<file path="src/design/tmg_pkg.sv">
// Constants, field layouts and carrier types for the tag mirror and password guard
package tmg_pkg;

    // ----------------------------------------------------------------
    // Memory map
    // ----------------------------------------------------------------
    localparam logic [7:0] FIRST_USER_PAGE = 8'h04;
    localparam logic [7:0] LAST_USER_PAGE = 8'h27;
    localparam logic [7:0] DYN_LOCK_PAGE = 8'h28;
    localparam logic [7:0] MIRROR_CFG_PAGE = 8'h29;
    localparam logic [7:0] ACCESS_CFG_PAGE = 8'h2A;
    localparam logic [7:0] KEY_PAGE = 8'h2B;
    localparam logic [7:0] ACK_PAGE = 8'h2C;
    localparam int ARRAY_PAGES = 41;
    localparam int SIG_WORDS = 8;

    // ----------------------------------------------------------------
    // Field positions in the two configuration words (byte 0 in bits 7:0)
    // ----------------------------------------------------------------
    localparam int SEL_HI = 7;
    localparam int SEL_LO = 6;
    localparam int MBYTE_HI = 5;
    localparam int MBYTE_LO = 4;
    localparam int MPAGE_HI = 23;
    localparam int MPAGE_LO = 16;
    localparam int FGP_HI = 31;
    localparam int FGP_LO = 24;
    localparam int LEVEL_BIT = 7;
    localparam int FREEZE_BIT = 6;
    localparam int CNT_EN_BIT = 4;
    localparam int CNT_GUARD_BIT = 3;
    localparam int LIMIT_HI = 2;
    localparam int LIMIT_LO = 0;

    localparam logic [31:0] MIRROR_CFG_RESET = 32'hFF00_0004;
    localparam logic [31:0] ACCESS_CFG_RESET = 32'h0000_0000;
    localparam logic [31:0] KEY_RESET = 32'hFFFF_FFFF;
    localparam logic [15:0] ACK_RESET = 16'h0000;

    // ----------------------------------------------------------------
    // Overlay layout
    // ----------------------------------------------------------------
    localparam logic [1:0] SEL_COMBINED = 2'h3;
    localparam logic [7:0] MIN_MIRROR_PAGE = 8'h03;
    localparam logic [9:0] OVERLAY_LEN = 10'h015;
    localparam logic [9:0] UID_CHARS = 10'h00E;
    localparam logic [9:0] SEP_POS = 10'h00E;
    localparam logic [9:0] CNT_FIRST = 10'h00F;
    localparam logic [7:0] SEP_CHAR = 8'h78;
    localparam logic [7:0] DIGIT_BASE = 8'h30;
    localparam logic [7:0] LETTER_BASE = 8'h37;
    localparam logic [3:0] TEN = 4'hA;

    // ----------------------------------------------------------------
    // Answer codes and limits
    // ----------------------------------------------------------------
    localparam logic [3:0] NAK_ARG = 4'h0;
    localparam logic [3:0] NAK_LOCKED = 4'h4;
    localparam logic [2:0] LIMIT_OFF = 3'h0;
    localparam logic [7:0] ZERO_BYTE = 8'h00;

    typedef enum logic [5:0] {
        CMD_READ   = 6'h01,
        CMD_WRITE  = 6'h02,
        CMD_LEGACY = 6'h04,
        CMD_KEY    = 6'h08,
        CMD_SIG    = 6'h10,
        CMD_DESEL  = 6'h20
    } tmg_cmd_e;

    typedef struct packed {
        logic valid;
        tmg_cmd_e kind;
        logic [7:0] page;
        logic [31:0] data;
    } tmg_req_s;

    typedef struct packed {
        logic valid;
        logic ack;
        logic [3:0] nak;
        logic [31:0] data;
    } tmg_rsp_s;

endpackage : tmg_pkg

</file>
<file path="src/design/tmg_guard.sv">
// Page access guard with identifier and tap counter text overlay
`timescale 1ns/1ps
module tmg_guard #(
    parameter logic [255:0] SIGNATURE = 256'h0123_4567_89AB_CDEF_0123_4567_89AB_CDEF_0123_4567_89AB_CDEF_0123_4567_89AB_CDEF
)(
    input wire logic clk_sys,
    input wire logic rst,
    input tmg_pkg::tmg_req_s req,
    input wire logic [55:0] uidBytes,
    input wire logic [23:0] tapCount,
    output tmg_pkg::tmg_rsp_s rsp,
    output logic sessionAuthed,
    output logic guardLocked,
    output logic [2:0] failCount,
    output logic tapCounterEnable,
    output logic [7:0] firstGuardedPage
);
    // SIGNATURE value above is arbitrary

    typedef struct packed {
        logic [tmg_pkg::ARRAY_PAGES-1:0][31:0] mem;
        logic [31:0] mirrorCfg;
        logic [31:0] accessCfg;
        logic [31:0] keyWord;
        logic [15:0] ackWord;
        logic [2:0] failCnt;
        logic locked;
        logic authed;
        tmg_pkg::tmg_rsp_s rsp;
    } tmg_state_s;

    tmg_state_s state_ff;
    tmg_state_s nxt_state;

    // ----------------------------------------------------------------
    // Configuration decode
    // ----------------------------------------------------------------
    logic [1:0] overlaySelect;
    logic [1:0] mirrorByte;
    logic [7:0] mirrorPage;
    logic guardLevelBit;
    logic configFreezeBit;
    logic counterAuthGuard;
    logic [2:0] failedTryLimit;

    assign overlaySelect = state_ff.mirrorCfg[tmg_pkg::SEL_HI:tmg_pkg::SEL_LO];
    assign mirrorByte = state_ff.mirrorCfg[tmg_pkg::MBYTE_HI:tmg_pkg::MBYTE_LO];
    assign mirrorPage = state_ff.mirrorCfg[tmg_pkg::MPAGE_HI:tmg_pkg::MPAGE_LO];
    assign firstGuardedPage = state_ff.mirrorCfg[tmg_pkg::FGP_HI:tmg_pkg::FGP_LO];
    assign guardLevelBit = state_ff.accessCfg[tmg_pkg::LEVEL_BIT];
    assign configFreezeBit = state_ff.accessCfg[tmg_pkg::FREEZE_BIT];
    assign tapCounterEnable = state_ff.accessCfg[tmg_pkg::CNT_EN_BIT];
    assign counterAuthGuard = state_ff.accessCfg[tmg_pkg::CNT_GUARD_BIT];
    assign failedTryLimit = state_ff.accessCfg[tmg_pkg::LIMIT_HI:tmg_pkg::LIMIT_LO];

    assign rsp = state_ff.rsp;
    assign sessionAuthed = state_ff.authed;
    assign guardLocked = state_ff.locked;
    assign failCount = state_ff.failCnt;

    // ----------------------------------------------------------------
    // Helpers
    // ----------------------------------------------------------------
    function automatic logic [7:0] hex_char(input logic [3:0] nib);
        if (nib < tmg_pkg::TEN)
        begin
            hex_char = tmg_pkg::DIGIT_BASE + {4'h0, nib};
        end
        else
        begin
            hex_char = tmg_pkg::LETTER_BASE + {4'h0, nib};
        end
    endfunction : hex_char

    // Text character k of the overlay, MSB nibble first
    function automatic logic [7:0] overlay_char(
        input logic [9:0] k,
        input logic [55:0] uid,
        input logic [23:0] cnt
    );
        logic [9:0] c;
        logic [7:0] b;
        c = 10'h000;
        b = 8'h00;
        if (k < tmg_pkg::UID_CHARS)
        begin
            b = uid[8'(k[9:1]) * 8 +: 8];
        end
        else if (k != tmg_pkg::SEP_POS)
        begin
            c = k - tmg_pkg::CNT_FIRST;
            b = cnt[8'(2 - c[9:1]) * 8 +: 8];
        end
        if (k == tmg_pkg::SEP_POS)
        begin
            overlay_char = tmg_pkg::SEP_CHAR;
        end
        else if (k < tmg_pkg::UID_CHARS)
        begin
            overlay_char = hex_char(k[0] ? b[3:0] : b[7:4]);
        end
        else
        begin
            overlay_char = hex_char(c[0] ? b[3:0] : b[7:4]);
        end
    endfunction : overlay_char

    // ----------------------------------------------------------------
    // Overlay of the addressed page
    // ----------------------------------------------------------------
    logic [9:0] startAddr;
    logic overlayOn;
    logic counterShown;
    logic [31:0] pageRaw;
    logic [31:0] pageView;

    assign startAddr = {mirrorPage, mirrorByte};
    // whole 21 bytes must fit below the last user page end
    assign overlayOn = (mirrorPage > tmg_pkg::MIN_MIRROR_PAGE) &&
        (overlaySelect == tmg_pkg::SEL_COMBINED) &&
        ({2'b00, startAddr} + {2'b00, tmg_pkg::OVERLAY_LEN} <=
         {2'b00, tmg_pkg::LAST_USER_PAGE + 8'h01, 2'b00});
    assign counterShown = !counterAuthGuard || state_ff.authed;

    always_comb
    begin
        logic [9:0] addr;
        logic [9:0] k;
        addr = 10'h000;
        k = 10'h000;
        pageRaw = 32'h0000_0000;
        if (req.page < 8'(tmg_pkg::ARRAY_PAGES))
        begin
            pageRaw = state_ff.mem[req.page[5:0]];
        end
        else if (req.page == tmg_pkg::MIRROR_CFG_PAGE)
        begin
            pageRaw = state_ff.mirrorCfg;
        end
        else if (req.page == tmg_pkg::ACCESS_CFG_PAGE)
        begin
            pageRaw = state_ff.accessCfg;
        end
        // Key and acknowledge pages fall through as zero bytes
        pageView = pageRaw;
        for (int b = 0; b < 4; b++)
        begin
            addr = {req.page, 2'(b)};
            k = addr - startAddr;
            if (overlayOn && addr >= startAddr && k < tmg_pkg::OVERLAY_LEN &&
                (k < tmg_pkg::CNT_FIRST || counterShown))
            begin
                pageView[b*8 +: 8] = overlay_char(k, uidBytes, tapCount);
            end
        end
    end

    // ----------------------------------------------------------------
    // Command handling
    // ----------------------------------------------------------------
    logic pageGuarded;
    logic inRange;
    assign pageGuarded = req.page >= firstGuardedPage;
    assign inRange = req.page <= tmg_pkg::ACK_PAGE;

    always_comb
    begin
        nxt_state = state_ff;
        nxt_state.rsp.valid = 1'b0;
        if (req.valid)
        begin
            nxt_state.rsp.valid = 1'b1;
            nxt_state.rsp.ack = 1'b0;
            nxt_state.rsp.nak = tmg_pkg::NAK_ARG;
            nxt_state.rsp.data = 32'h0000_0000;
            unique case (req.kind)
                tmg_pkg::CMD_READ:
                begin
                    // read denied only at the read/write level
                    if (inRange && !(pageGuarded && guardLevelBit && !state_ff.authed))
                    begin
                        nxt_state.rsp.ack = 1'b1;
                        nxt_state.rsp.data = pageView;
                    end
                end
                tmg_pkg::CMD_WRITE, tmg_pkg::CMD_LEGACY:
                begin
                    if (inRange && req.page >= tmg_pkg::FIRST_USER_PAGE &&
                        !(pageGuarded && !state_ff.authed))
                    begin
                        nxt_state.rsp.ack = 1'b1;
                        if (req.page < 8'(tmg_pkg::ARRAY_PAGES))
                        begin
                            nxt_state.mem[req.page[5:0]] = req.data;
                        end
                        else if (req.page == tmg_pkg::KEY_PAGE)
                        begin
                            nxt_state.keyWord = req.data;
                        end
                        else if (req.page == tmg_pkg::ACK_PAGE)
                        begin
                            nxt_state.ackWord = req.data[15:0];
                        end
                        else if (configFreezeBit)
                        begin
                            nxt_state.rsp.ack = 1'b0;
                        end
                        else if (req.page == tmg_pkg::MIRROR_CFG_PAGE)
                        begin
                            nxt_state.mirrorCfg = req.data;
                        end
                        else
                        begin
                            nxt_state.accessCfg = req.data;
                        end
                    end
                end
                tmg_pkg::CMD_KEY:
                begin
                    if (state_ff.locked)
                    begin
                        nxt_state.rsp.nak = tmg_pkg::NAK_LOCKED;
                    end
                    else if (req.data == state_ff.keyWord)
                    begin
                        nxt_state.authed = 1'b1;
                        nxt_state.failCnt = tmg_pkg::LIMIT_OFF;
                        nxt_state.rsp.ack = 1'b1;
                        nxt_state.rsp.data = {16'h0000, state_ff.ackWord};
                    end
                    else
                    begin
                        nxt_state.authed = 1'b0;
                        // Counter and lock commit in one register update, so a
                        // cut cycle never leaves a half-counted failure
                        if (failedTryLimit != tmg_pkg::LIMIT_OFF)
                        begin
                            if (state_ff.failCnt >= failedTryLimit)
                            begin
                                nxt_state.locked = 1'b1;
                            end
                            else
                            begin
                                nxt_state.failCnt = state_ff.failCnt + 3'h1;
                            end
                        end
                    end
                end
                tmg_pkg::CMD_SIG:
                begin
                    nxt_state.rsp.ack = 1'b1;
                    nxt_state.rsp.data = SIGNATURE[req.page[2:0] * 32 +: 32];
                end
                tmg_pkg::CMD_DESEL:
                begin
                    nxt_state.authed = 1'b0;
                    nxt_state.rsp.ack = 1'b1;
                end
                default:
                begin
                    nxt_state.rsp.ack = 1'b0;
                end
            endcase
        end
    end

    // ----------------------------------------------------------------
    // State register
    // ----------------------------------------------------------------
    always_ff @(posedge clk_sys or posedge rst)
    begin
        if (rst)
        begin
            state_ff <= '0;
            state_ff.mirrorCfg <= tmg_pkg::MIRROR_CFG_RESET;
            state_ff.accessCfg <= tmg_pkg::ACCESS_CFG_RESET;
            state_ff.keyWord <= tmg_pkg::KEY_RESET;
            state_ff.ackWord <= tmg_pkg::ACK_RESET;
        end
        else
        begin
            state_ff <= nxt_state;
        end
    end

endmodule : tmg_guard

</file>
<file path="config.mk">
export PLATFORM = sky130hd
export DESIGN_NAME = tmg_guard
export DESIGN_NICKNAME = d
export VERILOG_FILES = /design/src/design/tmg_pkg.sv /design/src/design/tmg_guard.sv
export SDC_FILE = /design/constraint.sdc
export NUM_CORES = 2
export LEC_CHECK = 0
export BUFFER_PORTS_ARGS = -buffer_cell sky130_fd_sc_hd__buf_2
export CORE_ASPECT_RATIO = 0.9
export CORE_UTILIZATION = 40
export CTS_BUF_LIST = sky130_fd_sc_hd__clkbuf_4 sky130_fd_sc_hd__clkbuf_8
export CTS_CLUSTER_DIAMETER = 120
export DETAILED_ROUTE_END_ITERATION = 10
export PLACE_DENSITY = 0.61
export SYNTH_ARGS = -nofsm -noshare
export SYNTH_HDL_FRONTEND = slang
export SYNTH_SLANG_ARGS = --single-unit
export TNS_END_PERCENT = 1
</file>
<file path="constraint.sdc">
create_clock -name clk_sys -period 136.4 [get_ports clk_sys]
set_input_delay 13.64 -clock clk_sys [delete_from_list [all_inputs] [get_ports clk_sys]]
set_output_delay 13.64 -clock clk_sys [all_outputs]
set_load 0.05 [all_outputs]
</file>
## Word level (Yosys, flattened, before mapping)

Index checks and enable logic that the tools add are counted.

| storage, ports and cells | value |
|---|---|
| register bits after elaboration | 1467 |
| latch bits | 0 |
| memory bits (writable) | 0 |
| bits in read-only memories | 0 |
| bits of input ports | 129 |
| output and inout port bits | 52 |
| logic and storage cells | 283 |
| memories | 0 |

| operators by class | value |
|---|---|
| add/sub/neg operators | 30 |
| multiply operators | 0 |
| divide/modulo/power cells | 0 |
| magnitude comparators | 33 |
| equality and inequality tests | 22 |
| shift-type cells | 9 |
| muxes and demuxes | 86 |
| bitwise logic cells | 6 |
| reduce and logical (&&, ||, !) cells | 44 |

Operator list:

| operator | count |
|---|---|
| $bwmux W1312 | 1 |
| $mux W32 | 8 |
| $shiftx A256 B9 Y32 const A | 1 |
| $shiftx A56 B12 Y8 | 4 |
| $bmux W32 S6 | 1 |
| $demux W32 S6 | 1 |
| $mux W8 | 24 |
| $add A6 B4 Y7 const A | 16 |
| $pmux W32 S3 | 1 |
| $shiftx A24 B12 Y8 | 4 |
| $lt A10 B4 Y1 const B | 8 |
| $mux W64 | 1 |
| $mux W7 | 8 |
| $eq A10 B4 Y1 const B | 4 |
| $ge A10 B10 Y1 | 4 |
| $lt A10 B5 Y1 const B | 4 |
| $ne A10 B4 Y1 const B | 4 |
| $sub A10 B10 Y10 | 4 |
| $mux W38 | 1 |
| $mux W4 | 9 |
| $sub A9 B4 Y9 const B | 4 |
| $eq A32 B32 Y1 | 1 |
| $eq A8 B6 Y1 const B | 4 |
| $lt A4 B4 Y1 const B | 8 |
| 39 further kinds | 105 |

## Longest topological paths before layout

| logic depth | value |
|---|---|
| word-level depth | 16 |
| mapped depth | 24 |
| depth with buffers taken out | 19 |

## Worst setup path before layout

OpenSTA, ideal clock, no wires.

| path | value |
|---|---|
| path type | input to register |
| from | input port req[32] in the netlist's numbering |
| to | register state_ff, in the netlist rsp[30] |
| setup time | 0.122 ns |
| arrival | 18.098 ns |
| required time | 136.278 ns |
| slack | 118.180 ns |
| cell stages on the path | 23 |
| buffers on the path | 7 |
| path through | buf_2 -> clkinv_1 -> clkbuf_1 -> clkbuf_1 -> ha_1 -> buf_6 -> xor2_1 -> inv_1 -> clkbuf_1 -> ha_1 -> clkbuf_1 -> buf_1 -> mux2i_1 -> o21ai_0 -> mux2_2 -> a21oi_1 -> ha_1 -> inv_1 -> a211oi_1 -> a211oi_1 -> a22oi_1 -> nand2b_1 -> a32o_1 |

| on the way | value |
|---|---|
| longest elaborated chain between the ends | 15 |
| elaborated cells between the ends (all ways) | 51 |
| classes of those cells | add/sub (7); order compare (9); eq/ne (4); shift (3); mux (20); reduce/logical (8) |

RTL lines:

| item | RTL line | source |
|---|---|---|
| start, declared | tmg_guard.sv:8 | `input tmg_pkg::tmg_req_s req,` |
| $sub A10 B10 Y10 | tmg_guard.sv:149 | `k = addr - startAddr;` |
| $sub A9 B4 Y9 | tmg_guard.sv:91 | `c = k - tmg_pkg::CNT_FIRST;` |
| $sub A2 B8 Y8 | tmg_guard.sv:92 | `b = cnt[8'(2 - c[9:1]) * 8 +: 8];` |
| $shiftx A24 B12 Y8 | tmg_guard.sv:92 |  |
| $mux W8 | tmg_guard.sv:89 | `else if (k != tmg_pkg::SEP_POS)` |
| $mux W8 | tmg_guard.sv:85 | `if (k < tmg_pkg::UID_CHARS)` |
| $mux W8 | tmg_guard.sv:150 | `if (overlayOn && addr >= startAddr && k < tmg_pkg::OVERLAY_LEN &&` |
| $mux W4, on equally long branches | tmg_guard.sv:104, tmg_guard.sv:100 |  |
| $add A6 B4 Y7, or another cell as far along | tmg_guard.sv:71 | `hex_char = tmg_pkg::LETTER_BASE + {4'h0, nib};` |
| $mux W7 | tmg_guard.sv:65 | `if (nib < tmg_pkg::TEN)` |
| $mux W8 | tmg_guard.sv:98 | `else if (k < tmg_pkg::UID_CHARS)` |
| $mux W8 | tmg_guard.sv:94 | `if (k == tmg_pkg::SEP_POS)` |
| $mux W8 | tmg_guard.sv:150 |  |
| $mux W32 | tmg_guard.sv:180 | `if (inRange && !(pageGuarded && guardLevelBit && !state_ff.authed))` |
| $pmux W32 S3 * | tmg_guard.sv:176 | `unique case (req.kind)` |
| end signal, assigned | tmg_guard.sv:282 | `state_ff <= nxt_state;` |
| end, declared | tmg_guard.sv:32 | `tmg_state_s state_ff;` |

Every way passes the cells marked *; elsewhere a longest branch is shown, timed or not. The select of a mux whose other input is x is not followed.
A chain may end at the register's enable or synchronous reset.

## Worst setup path after layout

| path | value |
|---|---|
| from | input port req[32] in the netlist's numbering |
| to | register state_ff[1393] in the netlist's numbering |

| on the way | value |
|---|---|
| longest elaborated chain between the ends | 5 |
| elaborated cells between the ends (all ways) | 15 |
| classes of those cells | order compare (6); mux (3); reduce/logical (6) |

RTL lines:

| item | RTL line | source |
|---|---|---|
| $lt A6 B7 Y1 (not written as such), or another cell as far along | tmg_guard.sv:194 | `nxt_state.mem[req.page[5:0]] = req.data;` |
| $logic_and A1 B1 Y1, on equally long branches | tmg_guard.sv:194, tmg_guard.sv:189 |  |
| $mux W32 (not written as such) / $logic_not A1 Y1 (equally long branches) | tmg_guard.sv:194, tmg_guard.sv:189 |  |
| $demux W32 S6 / $logic_and A1 B1 Y1 (equally long branches) | tmg_guard.sv:194, tmg_guard.sv:188 |  |
| $bwmux W1312 / $reduce_and A4 Y1 (equally long branches) | -- |  |

Several ways; a longest one is shown, not always the timed one.

==> flow_summary_export.csv <==
group,metric,value,unit
status,run_status,"complete, but fails checks",
status,violations,"max-capacitance violations, max-slew violations",
timing,slew_violations,4,
floorplanning,start_util,40.43,%
worst_setup_path,path_common_cell,"a21o_1",
drt,dr.pass1.iters,8,
timing,relSlewSlack,-5.602,%
clocking,tritoncts,"done",
timing,setup-tns-final,0,ps
global_routing,grt_pass1_wl,371900,um
timing,skew,71.37,ps
place,hpwl,158600,um
clocking,cts_setup_buffers,0,
floorplanning,die_area,180100,um2
synth,yosys_register_bits,1464,
worst_setup_path,critical_path_class,"in -> reg",
power_and_ir_drop,power_density,11.77,nW/um2
global_routing,grtUsageTotal,28.24,%
place,pre_cts_slack,117110,ps
timing,fin_crit,18520,ps
clocking,clk_latency,1030,ps
timing,setup_violations,0,
hold_path,hp-class,"reg -> reg",
job,maxCapViolCount,3,
global_routing,grt_pass1_vias,51490,
clocking,cts.sinks,1464,
worst_setup_path,cp_top_family,"simple AND/OR/NAND/NOR gates",
clocking,root_buffer,"clkbuf_8",
layout,synthToLayoutAreaGrowth,10.92,%
power_and_ir_drop,peakVddDrop,0.00001058,V
worst_setup_path,cp-end-kind,"register",
drt,via_per_inst,6.266,
floorplanning,die_h,402.7,um
clocking,numCtsBuffers,233,
floorplanning,die_w,447.2,um
synth,syn_area_per_cell,12.09,um2
clocking,ctsHoldBuffers,0,
drt,wl_per_cell,30.86,um
synth,synthCells,5903,
timing,fin_ws,117880,ps
synth,yosysWarnings,0,
worst_setup_path,worstSetupStartpointType,"input pin",
global_routing,grt_max_degree,162,
clocking,cts_resized,0,
worst_setup_path,slowest_delay,1280,ps
floorplanning,top_level_ports,181,
drt,drc,0,
power_and_ir_drop,total_leakage_power,38.39,nW
worst_setup_path,cp_data_arrival_time,19340,ps
worst_setup_path,cp_cell_sequence,"buf_8, clkinv_1, buf_4, ha_1, nand2b_1, a21o_1, a21o_1, a21o_1, a21oi_1, o21ai_0, a2111oi_0, and2_1, nand3_1, nor2_4, mux2_2",
drt,num_vias,52311,
timing,finalHoldViolCount,0,
clocking,clockBufferDepth,3,
worst_setup_path,critPathBufInv,3,
timing,max_freq,0.05400,GHz
synth,synth_area,71350,um2
power_and_ir_drop,power,0.9317,mW
place,gp_congestion,0.9482,
clocking,htreeDepth,4,
floorplanning,core_area,176500,um2
global_routing,antenna_found_initial,17,
layout,finalNetCount,5958,
drt,drt_wl_total,257600,um
synth,synthFlopType,"dfrtp_1",
drt,drtIter0Drc,5802,
place,port_buffers,177,
layout,drive_gt1_share,39.30,%
synth,synth_edf_count,0,
synth,async_flop_share,100.0,%
global_routing,grt-ovfl-total,0,
timing,tightest_slew,1544,ps
floorplanning,std_cell_rows,146,
worst_setup_path,cp.required,137220,ps
synth,seq_area_frac_synth,51.42,%
drt,antenna_left,0,
clocking,clkSlewWorstSetupHoldPaths,60,ps
synth,ys_types,122,
worst_setup_path,cp_max_fo,32,
timing,rsz0062_at_grt,"false",
worst_setup_path,worst_path_max_delay_cell,"nor2_4",
timing,fin_crit_sh,13.58,%
[state kept, by name, indices dropped and copies added (netlist names)]
signal,flops
configFreezeBit,1
guardLocked,1
mirrorPage,8
failCount,3
guardLevelBit,1
overlaySelect,2
firstGuardedPage,8
failedTryLimit,3
rsp,35
counterAuthGuard,1
mirrorByte,2
tapCounterEnable,1
state_ff,1397
sessionAuthed,1
[worst paths after layout]
path                            slack (ps)  cells past startpoint           from              to
worst min register to register         370                      0  state_ff[240]   state_ff[240]
worst max register to register      130590                     17  mirrorByte[0]          rsp[8]
worst max-delay path                117880                     15        req[32]  state_ff[1393]
min in group asynchronous            12750                      2            rst    failCount[0]
worst min-delay path                   370                      0  state_ff[240]   state_ff[240]
max in group asynchronous           119220                      6            rst  state_ff[1036]
[Yosys cell counts, types with 22 or more instances]
| cell | number | area [um2] |
|---|---|---|
| a221o_1 | 22 | 220.2 |
| a221oi_1 | 52 | 455.4 |
| dfstp_2 | 41 | 1077 |
| buf_2 | 81 | 405.4 |
| o21ai_0 | 215 | 1076 |
| o221ai_1 | 46 | 402.9 |
| mux2_2 | 1349 | 15190 |
| inv_1 | 55 | 206.5 |
| dfrtp_1 | 1423 | 35610 |
| xnor2_1 | 52 | 455.4 |
| nand3_1 | 72 | 360.4 |
| o31ai_1 | 22 | 165.2 |
| ha_1 | 40 | 500.5 |
| o22ai_1 | 317 | 1983 |
| o211ai_1 | 46 | 345.3 |
| nor3_1 | 51 | 255.2 |
| a21oi_1 | 176 | 880.8 |
| nor4_1 | 55 | 344.1 |
| a211oi_1 | 28 | 210.2 |
| nand2_1 | 231 | 867.1 |
| clkbuf_1 | 445 | 1670 |
| buf_4 | 53 | 397.9 |
| mux4_2 | 59 | 1329 |
| a31oi_1 | 43 | 269.0 |
| nor2_1 | 206 | 773.2 |
| a22oi_1 | 37 | 277.8 |
| mux2i_1 | 137 | 1371 |
| buf_1 | 110 | 412.9 |
| o22a_1 | 28 | 245.2 |
[final cells by class]
class | instances | area (um2)
clock buffers | 384 | 4772
diodes | 6 | 15.01
multi-input cells | 3680 | 31770
clock inverters | 39 | 471.7
well taps | 2368 | 2963
flip-flops and latches | 1464 | 36690
fillers | 16135 | 97320
inverters | 61 | 236.5
repair buffers | 347 | 2221
[per-layer routing]
| layer | wire (um) | global-route usage [%] |
|---|---|---|
| met1 | 108500 | 39.62 |
| met2 | 111800 | 41.58 |
| met3 | 26150 | 6.968 |
| met4 | 11100 | 11.64 |
| met5 | 74 | 0 |
[cell usage in the layout, fill, tap and decap left out, types with 40 or more instances in the layout]
cell / instances
xnor2_1: 52
o21ai_0: 215
dfrtp_1: 1422
buf_4: 168
nand3_1: 71
mux2_2: 1349
mux4_2: 59
mux2i_1: 137
o211ai_1: 46
nand2_1: 203
o221ai_1: 46
a21oi_1: 176
nor2_1: 187
ha_1: 40
o22ai_1: 317
dfstp_2: 41
a221oi_1: 52
inv_1: 52
a31oi_1: 43
clkbuf_8: 303
buf_2: 173
nor4_1: 54
nor3_1: 50
clkbuf_4: 82
[through the flow]
stage               instances  area, um2  util (%)  hold slack, ps
finish                   8349      79140     44.85           372.5
detailed placement       7919      73880     41.86           362.3
global placement         7919      73880     41.86           359.5
floorplan                5905      71360         -           423.7
global route             8345      79130     44.84           383.6
CTS                      8342      79120     44.84           376.0
[cell families after synthesis]
kind of cell / after synthesis / synth area share (%)
AOI/OAI and AO/OA: 1245 / 11.98
xor gates and xnor gates: 75 / 0.9820
adders and majority gates: 42 / 0.7576
buffers and inverters: 761 / 4.540
DFF: 1464 / 51.42
muxes: 1547 / 25.11
other: 1 / 0.005256
and+or+nand+nor: 768 / 5.210
[where the power goes]
part / internal (mW) / total [mW] / switching, mW
logic: 0.0195 / 0.0769 / 0.0574
clock network: 0.233 / 0.419 / 0.186
registers: 0.435 / 0.436 / 0.000604
total: 0.688 / 0.932 / 0.244
Power figures use the tool's default switching activity.
